File: src/pcin_pkg.sv
`timescale 1ns/1ps
package pcin_pkg;
  // Clock and time figures
  localparam int unsigned CLK_HZ          = 20_000_000;
  localparam int unsigned RST_MIN_SHORT_MS = 100;
  localparam int unsigned RST_MIN_LONG_MS  = 350;
  localparam int unsigned RST_MAX_S        = 30;
  localparam int unsigned CYC_TIME_MAX_S   = 500;
  localparam int unsigned RST_MIN_SHORT_CYC = RST_MIN_SHORT_MS * (CLK_HZ / 1000);
  localparam int unsigned RST_MIN_LONG_CYC  = RST_MIN_LONG_MS * (CLK_HZ / 1000);
  localparam int unsigned RST_MAX_CYC       = RST_MAX_S * CLK_HZ;
  localparam int unsigned TICKS_PER_SEC     = CLK_HZ;
  // Register offsets
  localparam logic [7:0] OFS_CTRL   = 8'h00;
  localparam logic [7:0] OFS_STATUS = 8'h04;
  // Control field positions
  localparam int unsigned CTRL_ILK_LSB   = 0;
  localparam int unsigned CTRL_LONG_BIT  = 2;
  localparam int unsigned CTRL_TDC_BIT   = 3;
  localparam int unsigned CTRL_NCYC_LSB  = 4;
  localparam int unsigned CTRL_TIME_LSB  = 8;
  // Control encodings, reset values and limits
  localparam logic [1:0] ILK_NONE   = 2'h0;
  localparam logic [1:0] ILK_ALWAYS = 2'h1;
  localparam logic [1:0] ILK_AFTER  = 2'h2;
  localparam logic [1:0] RST_ILK    = ILK_ALWAYS;
  localparam logic [3:0] RST_NCYC   = 4'h1;
  localparam logic [3:0] NCYC_MAX   = 4'h8;
  localparam logic [8:0] RST_TIME   = 9'h000;
  localparam logic [8:0] TIME_MAX   = 9'h1F4;
  typedef enum logic [2:0] {
    ST_LOCKED,
    ST_WAIT_CYC,
    ST_WAIT_RST,
    ST_RUN
  } pcin_state_t;
endpackage : pcin_pkg

module pcin_pulse_meter #(
  parameter int unsigned MIN_SHORT = pcin_pkg::RST_MIN_SHORT_CYC,
  parameter int unsigned MIN_LONG  = pcin_pkg::RST_MIN_LONG_CYC,
  parameter int unsigned MAX_LEN   = pcin_pkg::RST_MAX_CYC
) (
  // Clock and reset
  input  wire logic pclk,
  input  wire logic presetn,
  // Pulse input and option
  input  wire logic sig,
  input  wire logic sel_long,
  // Result
  output logic      valid
);
  localparam int unsigned W = $clog2(MAX_LEN + 2);
  localparam logic [W-1:0] MIN_S = W'(MIN_SHORT);
  localparam logic [W-1:0] MIN_L = W'(MIN_LONG);
  localparam logic [W-1:0] MAX_L = W'(MAX_LEN);

  logic [W-1:0] len_ff;
  logic         sig_d_ff;
  logic         valid_ff;
  logic [W-1:0] min_len;

  assign min_len = sel_long ? MIN_L : MIN_S;
  assign valid   = valid_ff;

  // Width of the high phase, saturating above the longest allowed
  always_ff @(posedge pclk or negedge presetn) begin
    if (!presetn) begin
      len_ff <= '0;
    end else if (!sig) begin
      len_ff <= '0;
    end else if (len_ff <= MAX_L) begin
      len_ff <= len_ff + W'(1);
    end
  end

  always_ff @(posedge pclk or negedge presetn) begin
    if (!presetn) begin
      sig_d_ff <= 1'b0;
    end else begin
      sig_d_ff <= sig;
    end
  end

  // Accept at the falling edge only inside the window
  always_ff @(posedge pclk or negedge presetn) begin
    if (!presetn) begin
      valid_ff <= 1'b0;
    end else begin
      valid_ff <= sig_d_ff && !sig && (len_ff >= min_len) && (len_ff <= MAX_L); // see RL17
    end
  end
endmodule : pcin_pulse_meter

File: src/pcin_press_cycle.sv
`timescale 1ns/1ps
// Operation
// RL1 - Restart interlock selectable: none, always, or after downstroke or initial stop.
// RL2 - Minimum restart pulse selectable as 100 ms or 350 ms.
// RL3 - A build switch decides whether the error flag output exists; the code always keeps the port and ties it low when USE_ERROR_FLAG is off.
// RL4 - Press enable output permits the press process while high.
// RL5 - Restart needed output high while a tripped interlock awaits restart.
// RL6 - Cycle needed output high while further interventions are required.
// RL7 - Timeout output rises when the cycle time interval is exceeded.
// RL8 - Violation output rises on any intervention not allowed now.
// RL9 - Stop away from top dead center flags and blocks start until back.
// RL10 - Error flag rises on timeout or unexpected intervention when present.
// RL11 - Each high-low-high sequence on the cycle input counts one intervention.
// RL12 - Block validates the start sequence and clears counter or state.
// RL13 - Main enable and cycle input high raise cycle needed.
// RL14 - A following complete intervention raises press enable.
// RL15 - Integrator keeps at most two interventions and 30 s cycle time; the code allows up to 8 interventions and 500 s.
// RL16 - Cycle time monitoring is off at zero or 1 to 500 s.
// RL17 - Restart pulses too short or above 30 s are ignored.
// RL18 - Too many interventions drop press enable and raise violation at once.
// RL19 - Enable is granted only after exactly the configured intervention count.
// RL20 - Time limits count clock cycles; inputs are sampled synchronously.
module pcin_press_cycle #(
  parameter bit          USE_ERROR_FLAG = 1'b1,
  parameter int unsigned TICKS_PER_SEC  = pcin_pkg::TICKS_PER_SEC,
  parameter int unsigned RST_MIN_SHORT  = pcin_pkg::RST_MIN_SHORT_CYC,
  parameter int unsigned RST_MIN_LONG   = pcin_pkg::RST_MIN_LONG_CYC,
  parameter int unsigned RST_MAX        = pcin_pkg::RST_MAX_CYC
) (
  // Clock and reset
  input  wire logic        pclk,
  input  wire logic        presetn,
  // APB slave
  input  wire logic        psel,
  input  wire logic        penable,
  input  wire logic        pwrite,
  input  wire logic [7:0]  paddr,
  input  wire logic [31:0] pwdata,
  output logic [31:0]      prdata,
  output logic             pready,
  output logic             pslverr,
  // Press and sensor pins
  input  wire logic        main_release,
  input  wire logic        cycle_in,
  input  wire logic        top_dead_center,
  input  wire logic        restart_in,
  // Press status
  output logic             press_enable,
  output logic             restart_needed,
  output logic             cycle_needed,
  output logic             cycle_time_exceeded,
  output logic             field_violation,
  output logic             start_refused,
  output logic             error_flag
);
  localparam int unsigned PW = $clog2(TICKS_PER_SEC + 1);

  pcin_pkg::pcin_state_t state_ff;
  logic [3:0]  sync1_ff;
  logic [3:0]  sync2_ff;
  logic [3:0]  prev_ff;
  logic        rel_s;
  logic        cyc_s;
  logic        top_s;
  logic        rst_s;
  logic        cyc_fall;
  logic        top_rise;
  logic        low_seen_ff;
  logic        int_evt;
  logic        rst_valid;
  logic [1:0]  ilk_ff;
  logic        long_ff;
  logic        tdc_only_ff;
  logic [3:0]  ncyc_ff;
  logic [8:0]  ctime_ff;
  logic [3:0]  count_ff;
  logic [PW-1:0] presc_ff;
  logic [8:0]  secs_ff;
  logic        timeout_ff;
  logic        viol_ff;
  logic        refuse_ff;
  logic        pend_ff;
  logic        stop;
  logic        viol_evt;
  logic        tmo_evt;
  logic        may_start;
  logic [31:0] prdata_ff;
  logic        wr_en;

  function automatic logic mapped(input logic [7:0] a);
    mapped = (a == pcin_pkg::OFS_CTRL) || (a == pcin_pkg::OFS_STATUS);
  endfunction : mapped

  // Pin synchronisers, edges taken from the second stage onward
  always_ff @(posedge pclk or negedge presetn) begin
    if (!presetn) begin
      sync1_ff <= 4'h0;
      sync2_ff <= 4'h0;
      prev_ff  <= 4'h0;
    end else begin
      sync1_ff <= {restart_in, top_dead_center, cycle_in, main_release}; // see RL20
      sync2_ff <= sync1_ff;
      prev_ff  <= sync2_ff;
    end
  end

  assign rel_s    = sync2_ff[0];
  assign cyc_s    = sync2_ff[1];
  assign top_s    = sync2_ff[2];
  assign rst_s    = sync2_ff[3];
  assign cyc_fall = prev_ff[1] && !cyc_s;
  assign top_rise = !prev_ff[2] && top_s;

  // Intervention: a fall, then the next rise
  always_ff @(posedge pclk or negedge presetn) begin
    if (!presetn) begin
      low_seen_ff <= 1'b0;
    end else if (cyc_fall) begin
      low_seen_ff <= 1'b1;
    end else if (cyc_s) begin
      low_seen_ff <= 1'b0;
    end
  end

  assign int_evt = low_seen_ff && cyc_s; // see RL11

  pcin_pulse_meter #(
    .MIN_SHORT (RST_MIN_SHORT),
    .MIN_LONG  (RST_MIN_LONG),
    .MAX_LEN   (RST_MAX)
  ) u_restart (
    .pclk     (pclk),
    .presetn  (presetn),
    .sig      (rst_s),
    .sel_long (long_ff), // see RL2
    .valid    (rst_valid)
  );

  // APB: zero wait, read data captured in the setup cycle
  assign pready  = 1'b1;
  assign pslverr = psel && penable && !mapped(paddr);
  assign prdata  = prdata_ff;
  assign wr_en   = psel && penable && pwrite && (paddr == pcin_pkg::OFS_CTRL);

  always_ff @(posedge pclk or negedge presetn) begin
    if (!presetn) begin
      prdata_ff <= 32'h0000_0000;
    end else if (psel && !penable && !pwrite) begin
      prdata_ff <= 32'h0000_0000;
      if (paddr == pcin_pkg::OFS_CTRL) begin
        prdata_ff[pcin_pkg::CTRL_ILK_LSB +: 2]  <= ilk_ff;
        prdata_ff[pcin_pkg::CTRL_LONG_BIT]      <= long_ff;
        prdata_ff[pcin_pkg::CTRL_TDC_BIT]       <= tdc_only_ff;
        prdata_ff[pcin_pkg::CTRL_NCYC_LSB +: 4] <= ncyc_ff;
        prdata_ff[pcin_pkg::CTRL_TIME_LSB +: 9] <= ctime_ff;
      end else if (paddr == pcin_pkg::OFS_STATUS) begin
        prdata_ff[12:0] <= {secs_ff, count_ff};
        prdata_ff[21:16] <= {start_refused, field_violation, cycle_time_exceeded,
                             cycle_needed, restart_needed, press_enable};
      end
    end
  end

  // Configuration register; out of range counts and times are clamped, interlock code 3 becomes always
  always_ff @(posedge pclk or negedge presetn) begin
    if (!presetn) begin
      ilk_ff      <= pcin_pkg::RST_ILK;
      long_ff     <= 1'b0;
      tdc_only_ff <= 1'b0;
      ncyc_ff     <= pcin_pkg::RST_NCYC;
      ctime_ff    <= pcin_pkg::RST_TIME;
    end else if (wr_en) begin
      ilk_ff      <= (pwdata[pcin_pkg::CTRL_ILK_LSB +: 2] == 2'h3) ? pcin_pkg::ILK_ALWAYS
                     : pwdata[pcin_pkg::CTRL_ILK_LSB +: 2]; // see RL1
      long_ff     <= pwdata[pcin_pkg::CTRL_LONG_BIT];
      tdc_only_ff <= pwdata[pcin_pkg::CTRL_TDC_BIT];
      ncyc_ff     <= (pwdata[pcin_pkg::CTRL_NCYC_LSB +: 4] == 4'h0) ? pcin_pkg::RST_NCYC
                     : (pwdata[pcin_pkg::CTRL_NCYC_LSB +: 4] > pcin_pkg::NCYC_MAX)
                     ? pcin_pkg::NCYC_MAX : pwdata[pcin_pkg::CTRL_NCYC_LSB +: 4];
      ctime_ff    <= (pwdata[pcin_pkg::CTRL_TIME_LSB +: 9] > pcin_pkg::TIME_MAX)
                     ? pcin_pkg::TIME_MAX : pwdata[pcin_pkg::CTRL_TIME_LSB +: 9]; // see RL16
    end
  end

  // Events that stop the press
  assign viol_evt = ((state_ff == pcin_pkg::ST_RUN) && cyc_fall)
                 || ((state_ff == pcin_pkg::ST_WAIT_RST) && int_evt); // see RL8
  assign tmo_evt  = (ctime_ff != 9'h000) && (secs_ff >= ctime_ff)
                 && ((state_ff == pcin_pkg::ST_WAIT_CYC) || (state_ff == pcin_pkg::ST_WAIT_RST));
  assign stop     = (state_ff != pcin_pkg::ST_LOCKED) && (!rel_s || viol_evt || tmo_evt);
  assign may_start = rel_s && cyc_s && !refuse_ff && (!tdc_only_ff || top_s);

  // Sequence control
  always_ff @(posedge pclk or negedge presetn) begin
    if (!presetn) begin
      state_ff <= pcin_pkg::ST_LOCKED;
    end else if (stop) begin
      state_ff <= pcin_pkg::ST_LOCKED; // see RL18
    end else begin
      case (state_ff)
        pcin_pkg::ST_LOCKED: begin
          if (may_start) begin
            state_ff <= pcin_pkg::ST_WAIT_CYC; // see RL13
          end
        end
        pcin_pkg::ST_WAIT_CYC: begin
          if (int_evt && (count_ff + 4'h1 == ncyc_ff)) begin
            state_ff <= pend_ff ? pcin_pkg::ST_WAIT_RST : pcin_pkg::ST_RUN; // see RL14
          end
        end
        pcin_pkg::ST_WAIT_RST: begin
          if (rst_valid) begin
            state_ff <= pcin_pkg::ST_RUN; // see RL5
          end
        end
        pcin_pkg::ST_RUN: begin
          if (top_rise) begin
            state_ff <= pcin_pkg::ST_WAIT_CYC; // see RL12
          end
        end
        default: state_ff <= pcin_pkg::ST_LOCKED;
      endcase
    end
  end

  // Intervention counter, cleared at each new sequence
  always_ff @(posedge pclk or negedge presetn) begin
    if (!presetn) begin
      count_ff <= 4'h0;
    end else if (state_ff != pcin_pkg::ST_WAIT_CYC) begin
      count_ff <= 4'h0; // see RL12
    end else if (int_evt) begin
      count_ff <= count_ff + 4'h1; // see RL19
    end
  end

  // Cycle time in seconds, restarted with each new sequence
  always_ff @(posedge pclk or negedge presetn) begin
    if (!presetn) begin
      presc_ff <= '0;
      secs_ff  <= 9'h000;
    end else if ((state_ff == pcin_pkg::ST_LOCKED) || (state_ff == pcin_pkg::ST_RUN)) begin
      presc_ff <= '0;
      secs_ff  <= 9'h000;
    end else if (presc_ff == PW'(TICKS_PER_SEC - 1)) begin
      presc_ff <= '0;
      if (secs_ff != pcin_pkg::TIME_MAX) begin
        secs_ff <= secs_ff + 9'h001; // see RL20
      end
    end else begin
      presc_ff <= presc_ff + PW'(1);
    end
  end

  // Sticky fault flags, cleared only by a completed start
  always_ff @(posedge pclk or negedge presetn) begin
    if (!presetn) begin
      timeout_ff <= 1'b0;
      viol_ff    <= 1'b0;
    end else begin
      if (tmo_evt) begin
        timeout_ff <= 1'b1; // see RL7
      end else if (state_ff == pcin_pkg::ST_RUN) begin
        timeout_ff <= 1'b0;
      end
      if (viol_evt) begin
        viol_ff <= 1'b1; // see RL8
      end else if (state_ff == pcin_pkg::ST_RUN) begin
        viol_ff <= 1'b0;
      end
    end
  end

  // Stop away from top dead center blocks a new start
  always_ff @(posedge pclk or negedge presetn) begin
    if (!presetn) begin
      refuse_ff <= 1'b0;
    end else if (stop && !top_s) begin
      refuse_ff <= 1'b1; // see RL9
    end else if (top_s) begin
      refuse_ff <= 1'b0;
    end
  end

  // Restart interlock pending; set at power up unless disabled
  always_ff @(posedge pclk or negedge presetn) begin
    if (!presetn) begin
      pend_ff <= 1'b1;
    end else if (ilk_ff == pcin_pkg::ILK_NONE) begin
      pend_ff <= 1'b0; // see RL1
    end else if (stop && ((ilk_ff == pcin_pkg::ILK_ALWAYS) || (state_ff == pcin_pkg::ST_RUN))) begin
      pend_ff <= 1'b1;
    end else if (state_ff == pcin_pkg::ST_RUN) begin
      pend_ff <= 1'b0;
    end
  end

  assign press_enable        = (state_ff == pcin_pkg::ST_RUN); // see RL4
  assign restart_needed      = (state_ff == pcin_pkg::ST_WAIT_RST); // see RL5
  assign cycle_needed        = (state_ff == pcin_pkg::ST_WAIT_CYC); // see RL6
  assign cycle_time_exceeded = timeout_ff;
  assign field_violation     = viol_ff;
  assign start_refused       = refuse_ff;

  generate
    if (USE_ERROR_FLAG) begin : g_err
      assign error_flag = timeout_ff || viol_ff; // see RL10
    end else begin : g_no_err
      assign error_flag = 1'b0; // see RL3
    end
  endgenerate
endmodule : pcin_press_cycle

File: config.mk
export PLATFORM = sky130hd
export DESIGN_NAME = pcin_press_cycle
export DESIGN_NICKNAME = d
export VERILOG_FILES = /design/src/pcin_pkg.sv /design/src/pcin_press_cycle.sv
export SDC_FILE = /design/constraint.sdc
export NUM_CORES = 1
export LEC_CHECK = 0
export BUFFER_PORTS_ARGS = -buffer_cell sky130_fd_sc_hd__buf_2
export CAP_MARGIN = 20
export CORE_MARGIN = 1.5
export CORE_UTILIZATION = 45
export DETAILED_ROUTE_END_ITERATION = 12
export PLACE_DENSITY = 0.66
export SETUP_SLACK_MARGIN = 0.2
export SYNTH_ARGS = -nofsm -noshare
export SYNTH_HDL_FRONTEND = slang
export SYNTH_SLANG_ARGS = --single-unit
export TNS_END_PERCENT = 5
File: constraint.sdc
create_clock -name pclk -period 2.8 [get_ports pclk]
set_input_delay 0.28 -clock pclk [delete_from_list [all_inputs] [get_ports pclk]]
set_output_delay 0.28 -clock pclk [all_outputs]
set_load 0.02 [all_outputs]
==> metrics.md <==
| Metric | Value |
|---|---|
| Area growth, synth to finish | 16.7% |
| Seq/Total Area, Yosys | 47.1% |
| Critical Path Fanout Max | 5 |
| Gp weighted congestion | 0.896 |
| Share of synthesized cell area in full adder, half adder and majority cells | 5.42% |
| Clock insertion delay at the later pin of the skew report | 420 ps |
| Headroom to the max-slew limit | 53.1% |
| Overall global routing resource usage | 19.4% |
| Number of ports placed on the die boundary | 90 |
| # fillers | 1299 |
| Antenna viol nets, final | 0 |
| Post-synth ARST share | 100% |
| Proportion of layout cells with a drive suffix above 1 | 16.1% |
| Hold path start | pwdata[3] |
| Largest net degree at the start of global routing | 67 |
| Flop and latch count out of synthesis | 126 |
| Clock Root Buffer | clkbuf_16 |
| HP Class | in2reg |
| Met3 track demand over resource in global routing | 4.96% |
| Area of the placeable core | 14500 µm² |
| Cell count after synthesis | 676 |
| H-tree Lvls | 4 |
| Synthesized area divided by synthesized cell count | 9.91 µm² |
| Largest family of logic cells by synthesized area | simple AND/OR/NAND/NOR gates |
| Simple-Gate Fraction of Synth Area | 22.3% |
| Routed wirelength normalized by instance count | 15.4 µm |
| Highest achievable clock rate | 0.438 GHz |
| Warning count from the yosys run | 0 |
| # port buffers | 63 |
| Count of flip-flops with a built-in enable after synthesis | 0 |
| Commonest non-fill, non-tap cell in the layout | dfrtp_1 |
| Setup-violating endpoint count in the final report | 0 |
| Category of the worst setup path capture point | flip-flop |
| Post-synthesis compound-gate area fraction | 9.75% |
| Multiplexer fraction of the synthesized cell area | 3.89% |
| Global-route met1 utilization | 26.0% |
| Die span in x | 125 µm |
| Crit path time final | 2280 ps |
| TritonCTS clock tree | done |
| First-pass GRT wire length | 24.8 mm |
| Number of clock sinks | 126 |
| Min Hold Slack | 61.1 ps |
| Cell Rows | 44 |
| Data arrival time of the worst path | 2630 ps |
| Maximum capacitance violations | 0 |
| Clock-pin slew on the worst setup and hold paths | 60 ps |
| Die height | 125 µm |
| Final hold violations | 0 |
| M2 GR Usage | 30.5% |
| Worst Path Required | 3140 ps |
| Startpoint-to-endpoint class of the critical path | reg2reg |
| Post-synth top flop | dfrtp_1 |
| Total detailed-routing wirelength | 14.5 mm |
| Number of antenna violations at the first check in global routing | 0 |
| Violation count after the first detailed-route iteration | 244 |
| Global-route congestion overflow total | 0 |
| Worst clock skew | 7.91 ps |
| FF-to-FF setup slack | 520 ps |
| Worst R2R Path Depth | 6 |
| Number of buffers inserted to repair setup after CTS | 0 |
| Actual transition at the worst max-transition pin | 704 ps |
| Fin Setup TNS | 0 ps |
| Via count | 5169 |
| Dpl cells | 905 |
| Non-filler instance count after layout | 942 |
| Detail-routed via count per cell | 5.49 |
| Synth Cell Area | 6700 µm² |
| Half-perimeter wire length after detailed placement | 10.1 mm |
| CP startpoint kind | flip-flop |
| Reg2reg start | u_restart.len_ff[4] |
| Total power consumption of the routed design | 4.79 mW |
| Xor and xnor fraction of the mapped netlist area | 7.19% |
| Setup repair after global routing missed its margin | false |
| # nets final | 823 |
| DRT Pass-1 Iters | 4 |
| Commonest cells after routing, fill and taps aside | dfrtp_1 (123), nand2_1 (87), buf_2 (62) |
| Max Buffers Root-to-Sink | 2 |
| Most Crowded Layer GR | met2 |
| Starting utilization of the core area | 46.1% |
| Pwr per Cell Area | 613 nW/µm² |
| Die outline area | 15600 µm² |
| Final Slew Violations | 0 |
| Antenna diode count | 0 |
| Number of remaining DRC errors | 0 |
| Worst vdd rail ir drop | 424 µV |
| Cell leakage power | 3.70 nW |
| Worst R2R End | u_restart.len_ff[19] |
| Synth unique cells | 69 |
| Total clock buffers created by CTS | 17 |
| Result of the run | completed |
| Number of global-route vias before repair | 5090 |
| Hold EP | tdc_only_ff |
| Share of the clock period used by the worst path | 81.6% |
| Number of cells on the worst hold path | 3 |
registers in the layout, indices dropped and copies added (netlist names), 4 cells and up:
register	flops
prdata	22
count_ff	4
u_restart.len_ff	30
presc_ff	25
sync2_ff	4
secs_ff	9
sync1_ff	4
ncyc_ff	4
ctime_ff	9
kinds of logic after synthesis:
| family | after synthesis |
|---|---|
| AND/OR/NAND/NOR | 286 |
| flip-flops | 126 |
| AO/OA/AOI/OAI | 90 |
| buffers and inverters | 62 |
| XOR/XNOR | 55 |
| adder cells (fa/ha/maj) | 29 |
| multiplexers | 26 |
| other | 2 |
timing repair:
| action | CTS | global route |
|---|---|---|
| resized for setup | 0 | 0 |
| hold buffers | 5 | 0 |
| hold endpoints to repair | 44 | 0 |
through the flow:
| step | cell area (µm²) | worst slack [ps] | utilization [%] |
|---|---|---|---|
| floorplan | 6730 | 851 | - |
| global placement | 7170 | 633 | 49.3 |
| detailed placement | 7170 | 570 | 49.3 |
| CTS | 7810 | 556 | 53.8 |
| global route | 7810 | 311 | 53.8 |
| finish | 7810 | 515 | 53.8 |
routing by layer:
metal  vias to the layer above  part of all wire [%]
li1                       2482                     -
met4                         0                   1.7
met3                        19                   4.6
met1                      2541                    47
met2                       127                    46
met5                         -                     0
cells in the mapped netlist, types with 6 or more instances:
library cell,instances,area share (%)
nor4_1,6,0.56
dfrtp_1,123,46
and2_1,15,1.4
o31ai_1,15,1.7
buf_4,11,1.2
nand4_1,18,1.7
clkbuf_1,18,1.0
a21oi_1,11,0.82
and3_1,14,1.3
ha_1,29,5.4
nor3_1,8,0.60
xnor2_1,33,4.3
nand2_1,87,4.9
and4_1,9,1.2
mux2i_1,26,3.9
inv_1,26,1.5
nand3_1,29,2.2
nand2b_1,13,1.2
nor2_1,60,3.4
o21ai_0,18,1.3
xor2_1,22,2.9
area by class of cell:
cell class	count	area [µm²]	share of cell area (%)
Multi-Input combinational cell	497	3290	42.1
Timing Repair Buffer	76	440	5.64
Clock buffer	20	447	5.72
Clock inverter	12	145	1.86
Inverter	27	101	1.30
Tap cell	184	230	2.95
Sequential cell	126	3160	40.4
critical path, stage by stage, from the launching register on:
cell and delay [ps]:
dfrtp_1 430, nor4_1 430, nand4_1 300, a211o_1 380, a21oi_1 280, and2_1 200
mux2i_1 180
report_power, final:
| part | internal [mW] | switching [mW] |
|---|---|---|
| clock | 1.41 | 0.801 |
| combinational | 0.213 | 0.420 |
| sequential | 1.88 | 0.0603 |
| total | 3.51 | 1.28 |
how the worst max path moves through the flow:
stage                         startpoint                    to  cells past startpoint
finish               u_restart.len_ff[4]  u_restart.len_ff[19]                      6
global route         u_restart.len_ff[4]  u_restart.len_ff[17]                      6
global placement     u_restart.len_ff[4]  u_restart.len_ff[28]                      6
detailed placement   u_restart.len_ff[4]  u_restart.len_ff[28]                      6
CTS                  u_restart.len_ff[4]  u_restart.len_ff[28]                      6
floorplan           u_restart.len_ff[15]  u_restart.len_ff[28]                      7
No activity file was read; power rests on OpenSTA's default activity.
